$ cat config.mk
export PLATFORM = sky130hd
export DESIGN_NAME = sipo_shift_reg
export DESIGN_NICKNAME = d
export VERILOG_FILES = /design/src/hw/sipo_pkg.sv /design/src/hw/sipo_fifo.sv /design/src/hw/sipo_shift_reg.sv
export SDC_FILE = /design/constraint.sdc
export NUM_CORES = 1
export LEC_CHECK = 0
export BUFFER_PORTS_ARGS = -buffer_cell sky130_fd_sc_hd__clkbuf_2
export CAP_MARGIN = 10
export CORE_MARGIN = 4
export CORE_UTILIZATION = 45
export CTS_CLUSTER_DIAMETER = 30
export CTS_CLUSTER_SIZE = 20
export DETAILED_ROUTE_END_ITERATION = 8
export GPL_TIMING_DRIVEN = 0
export PLACE_DENSITY = 0.72
export SKIP_LAST_GASP = 1
export SLEW_MARGIN = 20
export SYNTH_ARGS = -nofsm -noshare
export SYNTH_HDL_FRONTEND = slang
export SYNTH_SLANG_ARGS = --single-unit
$ cat constraint.sdc
create_clock -name clk -period 5.8 [get_ports clk]
set_input_delay 0.29 -clock clk [delete_from_list [all_inputs] [get_ports clk]]
set_output_delay 0.29 -clock clk [all_outputs]
set_load 0.01 [all_outputs]
$ cat src/hw/sipo_pkg.sv
// Constants shared by the serial-in parallel-out shift register and its FIFO.
// Assumes a single 50 MHz clock domain.
package sipo_pkg;
    localparam int unsigned      SIPO_STAGES     = 8;
    localparam int unsigned      SIPO_FIFO_DEPTH = 8;
    localparam int unsigned      SIPO_FIFO_WIDTH = 1;
    localparam logic [7:0]       SIPO_STAGE_RST  = 8'h00;
    localparam logic             SIPO_SYNC_RST   = 1'h0;
    localparam logic             SIPO_CLR_IDLE   = 1'h1;
endpackage

$ cat src/hw/sipo_fifo.sv
// Small synchronous FIFO with valid/ready on both sides and a flush input.
// Assumes write and read sides share clk; entries are held in flip-flops.
`timescale 1ns/1ps
module sipo_fifo #(
    parameter int unsigned WIDTH = 1,
    parameter int unsigned DEPTH = 8
) (
    input  wire logic             clk,
    input  wire logic             rst_b,
    input  wire logic             flush,
    input  wire logic             wr_valid,
    output logic                  wr_ready,
    input  wire logic [WIDTH-1:0] wr_data,
    output logic                  rd_valid,
    input  wire logic             rd_ready,
    output logic [WIDTH-1:0]      rd_data
);
    localparam int unsigned PW = (DEPTH > 1) ? $clog2(DEPTH) : 1;
    localparam int unsigned CW = $clog2(DEPTH + 1);

    logic [WIDTH-1:0] mem_ff [DEPTH];
    logic [WIDTH-1:0] nxt_mem [DEPTH];
    logic [PW-1:0]    wr_ptr_ff;
    logic [PW-1:0]    nxt_wr_ptr;
    logic [PW-1:0]    rd_ptr_ff;
    logic [PW-1:0]    nxt_rd_ptr;
    logic [CW-1:0]    count_ff;
    logic [CW-1:0]    nxt_count;
    logic             do_wr;
    logic             do_rd;

    assign wr_ready = (count_ff != CW'(DEPTH)) && !flush;
    assign rd_valid = (count_ff != '0) && !flush;
    assign rd_data  = mem_ff[rd_ptr_ff];
    assign do_wr    = wr_valid && wr_ready;
    assign do_rd    = rd_valid && rd_ready;

    always_comb begin
        nxt_mem    = mem_ff;
        nxt_wr_ptr = wr_ptr_ff;
        nxt_rd_ptr = rd_ptr_ff;
        nxt_count  = count_ff;
        if (flush) begin
            nxt_wr_ptr = '0;
            nxt_rd_ptr = '0;
            nxt_count  = '0;
        end else begin
            if (do_wr) begin
                nxt_mem[wr_ptr_ff] = wr_data;
                nxt_wr_ptr = (wr_ptr_ff == PW'(DEPTH - 1)) ? '0 : wr_ptr_ff + PW'(1);
            end
            if (do_rd) begin
                nxt_rd_ptr = (rd_ptr_ff == PW'(DEPTH - 1)) ? '0 : rd_ptr_ff + PW'(1);
            end
            case ({do_wr, do_rd})
                2'b10:   nxt_count = count_ff + CW'(1);
                2'b01:   nxt_count = count_ff - CW'(1);
                default: nxt_count = count_ff;
            endcase
        end
    end

    always_ff @(posedge clk or negedge rst_b) begin
        if (!rst_b) begin
            mem_ff    <= '{default: '0};
            wr_ptr_ff <= '0;
            rd_ptr_ff <= '0;
            count_ff  <= '0;
        end else begin
            mem_ff    <= nxt_mem;
            wr_ptr_ff <= nxt_wr_ptr;
            rd_ptr_ff <= nxt_rd_ptr;
            count_ff  <= nxt_count;
        end
    end
endmodule

$ cat src/hw/sipo_shift_reg.sv
// Eight-stage serial-in parallel-out shift register sampled on clk.
// Assumes shift_clock, clear_n and the serial inputs are asynchronous pins.
// Summary of operation
// - Eight stages, each drives its own output
// - Rising shift clock moves each stage onward
// - First stage loads AND of serial inputs
// - Either serial input gates the other one
// - Low clear forces all stages low immediately
// - Shift uses values sampled together with the edge
`timescale 1ns/1ps
module sipo_shift_reg
    import sipo_pkg::*;
(
    input  wire logic                   clk,
    input  wire logic                   rst_b,
    input  wire logic                   shift_clock,
    input  wire logic                   clear_n,
    input  wire logic                   ser_in_a,
    input  wire logic                   ser_in_b,
    output logic [SIPO_STAGES-1:0]      stage_outputs,
    output logic                        in_ready
);
    logic                   clr_arst_b;
    logic                   clr_sync1_ff;
    logic                   clr_sync2_ff;
    logic                   clear_active;
    logic [2:0]             clk_sync_ff;
    logic [2:0]             nxt_clk_sync;
    logic [1:0]             a_sync_ff;
    logic [1:0]             nxt_a_sync;
    logic [1:0]             b_sync_ff;
    logic [1:0]             nxt_b_sync;
    logic                   shift_edge;
    logic                   entry_bit;
    logic                   fifo_valid;
    logic                   fifo_bit;
    logic [SIPO_STAGES-1:0] stage_ff;
    logic [SIPO_STAGES-1:0] nxt_stage;

    // Clear asserts at once through the reset pin; release is synchronised
    assign clr_arst_b = rst_b & clear_n;

    always_ff @(posedge clk or negedge clr_arst_b) begin
        if (!clr_arst_b) begin
            clr_sync1_ff <= SIPO_SYNC_RST;
            clr_sync2_ff <= SIPO_SYNC_RST;
        end else begin
            clr_sync1_ff <= SIPO_CLR_IDLE;
            clr_sync2_ff <= clr_sync1_ff;
        end
    end

    assign clear_active = !clr_sync2_ff;

    // Clock takes three flops and data two; data stage 1 lines up with the clock sample that marks its edge
    always_comb begin
        nxt_clk_sync = {clk_sync_ff[1:0], shift_clock};
        nxt_a_sync   = {a_sync_ff[0], ser_in_a};
        nxt_b_sync   = {b_sync_ff[0], ser_in_b};
    end

    always_ff @(posedge clk or negedge rst_b) begin
        if (!rst_b) begin
            clk_sync_ff <= '0;
            a_sync_ff   <= '0;
            b_sync_ff   <= '0;
        end else begin
            clk_sync_ff <= nxt_clk_sync;
            a_sync_ff   <= nxt_a_sync;
            b_sync_ff   <= nxt_b_sync;
        end
    end

    assign shift_edge = clk_sync_ff[1] && !clk_sync_ff[2] && !clear_active;
    assign entry_bit  = a_sync_ff[1] & b_sync_ff[1];

    sipo_fifo #(
        .WIDTH (SIPO_FIFO_WIDTH),
        .DEPTH (SIPO_FIFO_DEPTH)
    ) u_fifo (
        .clk      (clk),
        .rst_b    (rst_b),
        .flush    (clear_active),
        .wr_valid (shift_edge),
        .wr_ready (in_ready),
        .wr_data  (entry_bit),
        .rd_valid (fifo_valid),
        .rd_ready (!clear_active),
        .rd_data  (fifo_bit)
    );

    always_comb begin
        nxt_stage = stage_ff;
        if (fifo_valid) begin
            nxt_stage = {stage_ff[SIPO_STAGES-2:0], fifo_bit};
        end
    end

    always_ff @(posedge clk or negedge clr_arst_b) begin
        if (!clr_arst_b) begin
            stage_ff <= SIPO_STAGE_RST;
        end else begin
            stage_ff <= nxt_stage;
        end
    end

    assign stage_outputs = stage_ff;
endmodule

==> metrics.cfg, run 1 <==
[yosys]
synth.top_cell.area_share_pct=53.76
synth_area_leaders=dfrtp_1 54%, mux2_2 6.9%, ha_1 4.6%
async_reset_ff_share_pct=100.0
yosysWarnings=0
syn_inst=129
ys_types=36
synth-seq-area-share_pct=53.76
synth_flop_cell=dfrtp_1
synth_edf_count=0
synth_top_area_cell=dfrtp_1
syn_avg_cell_area_sq_um=12.63
ys_seq_elements=35
synth_area_sq_um=1629
syn_nets=142

[critical_path]
critPathKind=flop to flop
r2r_start=u_fifo.count_ff[3]
critPathCaptureType=flop
worstPathCellList=or4_4 > nand2_2 > a21oi_1 > ha_1 > a21o_1 > a21oi_1 > mux2i_1 > a21boi_0
crit_required_ns=6.02
slowest_stage=or4_4
critPathLaunch=u_fifo.count_ff[3]
crit_path_start_kind=flop
critPathMaxStageDelay_ns=0.59
crit_arrival_ns=2.64
cp_common_cell=a21oi_1
path_max_fanout=10

[route]
wl_um=2721
dr.first_iter.drc_count=30
wl_per_cell_um=13.67
num_vias=1064
remaining_drc_errors=0
drt_pass1_iterations=4
vias_per_cell=5.347
drtAntennaViolNets=0

[sta]
slew_violations=0
setup_slack_ns=3.383
worstMarginPinSlew_ns=0.6261
hold_viol=0
skew_ns=0.001896
clock.fmax_ghz=0.4137
finalSetupViolations=0
slew_headroom_pct=58.26
post-route-period-util_pct=41.68
fin_crit_ns=2.417
rsz0062_at_grt=false
final.setup.tns_ns=0

[pwr]
p_per_area_nw_per_um2=406.4
p_leak_nw=0.8762
peakVddDrop_mv=0.2182

[placed_design]
preCtsSetupSlack_ns=3.392
dp.cells=189
port_buffers=14
gp_congestion=0.8592
dpl.hpwl_um=2045

[floorplanning]
initial_utilization_pct=47.69
die-area_sq_um=4646
core_sq_um=3416
die_h_um=68.17
die_w_um=68.17
pin_count=15
fp-row-count=21

[clock_tree]
path_clk_slew_ns=0.10
tritoncts=done
cts_buffers=5
cts-root-buf=clkbuf_4
clockBufferDepth=2
clock_sinks=35
cts.htree.levels=2
worstSkewPairLatency_ns=0.33
cts_setup_buffers=0
cts.repair.resized=0

[global_route]
grt_first_pass_wirelength_um=4926
grt_use_total_pct=14.78
grt_max_degree=27
antenna_found_initial=0
grt_overflow=0
grt_pass1_vias=1085

[cells_and_area]
final-instance-count-excl-fill=199
fin_nets=165
layout_common_cells=35 x dfrtp_1, 14 x clkbuf_2, 10 x mux2_2
drive_above_1_share_pct=24.84
syn_to_final_growth_pct=12.14
antennaDiodeCount=0
mostFrequentLayoutCell=dfrtp_1
fin_util_pct=53.48

[hold_path]
hold_class=input port to flop
hp-start=ser_in_b

[flow_run]
cap_violations=0

[status]
status=completed

==> worst max-delay path, delay by kind of cell (launching register included) <==
kind	cells	cell delay, ns
fa+ha+maj	1	0.30
flops	1	0.46
simple gates	2	0.80
mux	1	0.19
compound gates	4	0.55
==> layout make-up <==
class | count | area [sq um]
tap | 46 | 57.56
clock inverter | 1 | 5.005
fill | 321 | 1589
sequential | 35 | 875.8
multi-input combinational | 91 | 734.5
buffer | 3 | 18.77
clock buffer | 7 | 45.04
timing repair buffer | 16 | 90.09
==> path summary, 6_finish.rpt <==
| path | end | slack [ns] | cells past startpoint |
|---|---|---|---|
| hold / removal | b_sync_ff[0] | 0.06 | 1 |
| setup / recovery | u_fifo.count_ff[3] | 3.38 | 8 |
| min in group asynchronous | u_fifo.mem_ff[6] | 0.50 | 2 |
| max in group asynchronous | stage_outputs[3] | 4.47 | 3 |
| setup reg to reg | u_fifo.count_ff[3] | 3.38 | 8 |
| hold reg to reg | b_sync_ff[1] | 0.36 | 0 |
==> report_power, final <==
| group | internal [mW] | switching (mW) | leakage, nW | total, mW |
|---|---|---|---|---|
| Combinational | 0.137 | 0.132 | 0.388 | 0.269 |
| Sequential | 0.292 | 0.0580 | 0.459 | 0.350 |
| Clock | 0.0472 | 0.0769 | 0.0293 | 0.124 |
| Total | 0.475 | 0.267 | 0.876 | 0.742 |
==> synth_stat cells (3+ instances only) <==
master and number:
dfrtp_1 35, mux2_2 10, nand2_1 9, ha_1 6, a21boi_0 5, a21oi_1 5, mux2_1 5, nor2_1 5
nor3_1 5, mux2i_1 4, o21ai_0 4, nor2b_1 3
==> flip-flops by register name, indices dropped and copies added (netlist names) <==
signal,cells
clr_sync1_ff,1
u_fifo.wr_ptr_ff,3
u_fifo.rd_ptr_ff,3
clr_sync2_ff,1
stage_outputs,8
b_sync_ff,2
a_sync_ff,2
u_fifo.mem_ff,8
u_fifo.count_ff,4
clk_sync_ff,3
==> cell families after synthesis <==
family,count (synthesis),synth area share [%]
AND/OR/NAND/NOR,43,15.74
adder cells (fa/ha/maj),7,5.837
multiplexers,21,15.59
other,1,0.2302
flip-flops,35,53.76
AO/OA/AOI/OAI,18,7.143
buffers and inverters,3,1.152
XOR/XNOR,1,0.5377
==> metrics by stage <==
stage | instance area [sq um] | hold slack, ns | power [mW]
6_report | 1827 | 0.05688 | 0.7425
5_1_grt | 1827 | 0.02551 | 0.8061
4_1_cts | 1827 | 0.03905 | 0.7535
3_5_place_dp | 1757 | 0.3347 | 0.6261
3_3_place_gp | 1757 | 0.3217 | 0.6083
2_1_floorplan | 1629 | -0.005591 | 0.5498
==> metal layers <==
metal	track usage (%)	up-vias	part of all wire (%)
met5	0	-	0
met4	7.444	0	1.9
met3	5.419	7	5.1
met2	23.95	25	52
met1	17.12	524	41
li1	-	508	-
==> what timing repair did <==
| item | in CTS | in global routing |
|---|---|---|
| setup endpoints to repair | 0 | 0 |
| hold endpoints to repair | 35 | 0 |
| hold buffers | 2 | 0 |
No activity file was read; power rests on OpenSTA's default activity.
==> run 2, diff against run 1 <==
--- a/config.mk
+++ b/config.mk
@@ -5,6 +5,7 @@
 export SDC_FILE = /design/constraint.sdc
 export NUM_CORES = 1
 export LEC_CHECK = 0
+export ABC_AREA = 1
 export BUFFER_PORTS_ARGS = -buffer_cell sky130_fd_sc_hd__clkbuf_2
 export CAP_MARGIN = 10
 export CORE_MARGIN = 4
@@ -13,7 +14,7 @@
 export CTS_CLUSTER_SIZE = 20
 export DETAILED_ROUTE_END_ITERATION = 8
 export GPL_TIMING_DRIVEN = 0
-export PLACE_DENSITY = 0.72
+export PLACE_DENSITY = 0.75
 export SKIP_LAST_GASP = 1
 export SLEW_MARGIN = 20
 export SYNTH_ARGS = -nofsm -noshare
==> constraint.sdc (replaced) <==
create_clock -name clk -period 2.2 [get_ports clk]
set_input_delay 0.11 -clock clk [delete_from_list [all_inputs] [get_ports clk]]
set_output_delay 0.11 -clock clk [all_outputs]
set_load 0.01 [all_outputs]
==> metrics.cfg, run 2 <==
[yosys]
syn_nets=195  ; +37%
yosys.area_share.adder_pct=5.965  ; +0.13 points
synthTopCellsByCount=58 x nand2_1, 35 x dfrtp_1, 19 x inv_1, 16 x o21ai_0, 15 x nor2_1
synthSimpleGateAreaFrac_pct=22.92  ; +7.2 points
synth_area_leaders=dfrtp_1 55%, nand2_1 14%, o21ai_0 5.0%
yosysWarnings=0  ; unchanged
muxShareOfSynthArea_pct=0  ; -16 points
synth_top_family_by_area=simple AND/OR/NAND/NOR gates
synth_top_area_cell=dfrtp_1
synth_edf_count=0  ; unchanged
async_reset_ff_share_pct=100.0  ; unchanged
ys_seq_elements=35  ; unchanged
synth_flop_cell=dfrtp_1
synth_xor_area_share_pct=0.5495  ; +0.012 points
ys_types=24  ; -33%
synth-seq-area-share_pct=54.95  ; +1.2 points
syn_inst=182  ; +41%
synth_area_sq_um=1594  ; -2.2%
synth_most_common_cell=nand2_1
synth-compound-area-share_pct=9.890  ; +2.7 points
synth.top_cell.area_share_pct=54.95  ; +1.2 points
syn_avg_cell_area_sq_um=8.758  ; -31%

[sta]
skew_ns=0.01339  ; +0.01149 ns
post-route-period-util_pct=90.05  ; +48 points
fin_crit_ns=1.981  ; -0.4361 ns
slew_headroom_pct=56.30  ; -2.0 points
slew_violations=0  ; unchanged
finalSetupViolations=0  ; unchanged
clock.fmax_ghz=0.5048  ; +22%
hold_ws_ns=0.2877  ; +0.2308 ns
worstMarginPinSlew_ns=0.6555  ; +0.02943 ns
hold_viol=0  ; unchanged

[critical_path]
critPathMaxStageDelay_ns=0.47  ; -0.12 ns
worstPathCellList=nor2_4 > nand2_1 > nand3_4 > nand2_2 > inv_1 > ha_1 > a21o_1 > a21oi_2 > nand3_1 > nand3_1 > nand2_1
r2r_start=u_fifo.count_ff[0]
critPathTopFamily=simple AND/OR/NAND/NOR gates
cp_num_buf_inv=1  ; +1
path_max_fanout=7  ; -3
critPathLaunch=u_fifo.count_ff[0]
crit_path_start_kind=flop
crit_required_ns=2.44  ; -3.58 ns
crit_arrival_ns=2.23  ; -0.41 ns
critPathCaptureType=flop
slowest_stage=dfrtp_2
critPathKind=flop to flop

[clock_tree]
cts-root-buf=clkbuf_4
clock_sinks=35  ; unchanged
worstSkewPairLatency_ns=0.34  ; about the same
cts.htree.levels=2  ; unchanged
clockBufferDepth=2  ; unchanged
path_clk_slew_ns=0.12  ; +0.02 ns
cts_buffers=5  ; unchanged
tritoncts=done

[hold_path]
hold_class=input port to asynchronous set/reset pin

[cells_and_area]
fillers=318  ; -0.93%
drive_above_1_share_pct=17.54  ; -7.3 points
fin_util_pct=54.93  ; +1.4 points
register_area_sq_um=878.3  ; +0.29%
fin_nets=223  ; +35%
design_area_sq_um=1862  ; +1.9%
layout_common_cells=57 x nand2_1, 33 x dfrtp_1, 19 x inv_1
antennaDiodeCount=0  ; unchanged
syn_to_final_growth_pct=16.80
multi_input_area_sq_um=649.4  ; -12%
final-instance-count-excl-fill=257  ; +29%
mostFrequentLayoutCell=nand2_1

[route]
num_vias=1222  ; +15%
remaining_drc_errors=0  ; unchanged
wl_per_cell_um=11.95  ; -13%
drt_pass1_iterations=4  ; unchanged
drtAntennaViolNets=0  ; unchanged
wl_um=3072  ; +13%
vias_per_cell=4.755  ; -11%
dr.first_iter.drc_count=72  ; +140%

[global_route]
grt_pass1_vias=1262  ; +16%
antenna_found_initial=0  ; unchanged
grt_first_pass_wirelength_um=5354  ; +8.7%
grt_overflow=0  ; unchanged
grt_max_degree=27  ; unchanged
grt_use_total_pct=15.90  ; +1.1 points

[floorplanning]
die_w_um=67.52  ; -0.95%
initial_utilization_pct=47.03  ; -0.66 points
fp-row-count=21  ; unchanged
pin_count=15  ; unchanged
die_h_um=67.52  ; -0.95%
die-area_sq_um=4558  ; -1.9%
core_sq_um=3390  ; -0.77%

[placed_design]
dpl.hpwl_um=2174  ; +6.3%
port_buffers=14  ; unchanged
dpl_cell_area_sq_um=1722  ; -2.0%
gp_congestion=0.8179  ; -4.8%
dp.cells=242  ; +28%

[pwr]
peakVddDrop_mv=0.6711  ; +210%
p_per_area_nw_per_um2=1075  ; +160%
p_leak_nw=0.9653  ; +10%
p_total_mw=2.001  ; +170%

[flow_run]
cap_violations=0  ; unchanged

[status]
status=completed

-- run 2: changes by cell type after synthesis, moves of 7 or more --
cell,previous run,this run
inv_1,0,19
mux2_2,10,0
nand2_1,9,58
nand3_1,2,9
nor2_1,5,15
o21ai_0,4,16
-- run 2: final timing paths --
kind	slack [ns]	depth (start not counted)	to
min in group clk	0.36	0	clr_sync2_ff
max in group asynchronous	1.12	4	clr_sync1_ff
worst min-delay path	0.29	4	stage_outputs[1]
worst max register to register	0.22	11	u_fifo.count_ff[3]
worst min register to register	0.36	0	clr_sync2_ff
worst max-delay path	0.22	11	u_fifo.count_ff[3]
-- run 2: logic make-up (layout without fill, tap and decap cells) --
group                    count (synthesis)  after routing
flip-flops                              35             35
other                                    1              1
XOR/XNOR                                 1              1
adder cells (fa/ha/maj)                  7              7
buffers and inverters                   23             52
AND/OR/NAND/NOR                         88             88
AO/OA/AOI/OAI                           27             27
-- run 2: report_power, final --
part / switching (mW) / internal, mW
combinational: 0.443 / 0.293
clock: 0.222 / 0.123
sequential: 0.138 / 0.782
-- run 2: layout make-up --
class | count | share of cell area, %
buffer | 1 | 0.2688
sequential | 35 | 47.18
clock inverter | 2 | 0.6720
clock buffer | 6 | 2.218
tap | 46 | 3.091
timing repair buffer | 21 | 7.258
inverter | 22 | 4.435
multi-input combinational | 124 | 34.88
-- run 2: what timing repair did --
action                     CTS  global route
gates resized for setup      0             6
hold buffers                 5             0
setup endpoints to repair    0             1
setup buffers                0             2
hold endpoints to repair    38             0
-- run 2: worst reg2reg max path, stage by stage, from the launching register on --
cell     delay (ns)
dfrtp_2        0.47
nor2_4         0.17
nand2_1        0.11
nand3_4        0.11
nand2_2        0.09
inv_1          0.12
ha_1           0.24
a21o_1         0.18
a21oi_2        0.17
nand3_1        0.10
nand3_1        0.08
nand2_1        0.05
-- run 2: per-stage QoR --
step | TNS, ns | worst slack [ns]
after floorplan | 0 | 0.3213
final | 0 | 0.2189
after CTS | 0 | 0.05768
after detailed placement | 0 | 0.06550
after global routing | -0.005322 | -0.005322
after global placement | 0 | 0.1323
-- run 2: routing by layer --
metal	part of all wire (%)	vias up	track usage [%]
met5	0	-	0
li1	-	629	-
met3	5.0	4	5.824
met1	48	567	19.74
met2	46	22	24.79
met4	1.6	0	6.835
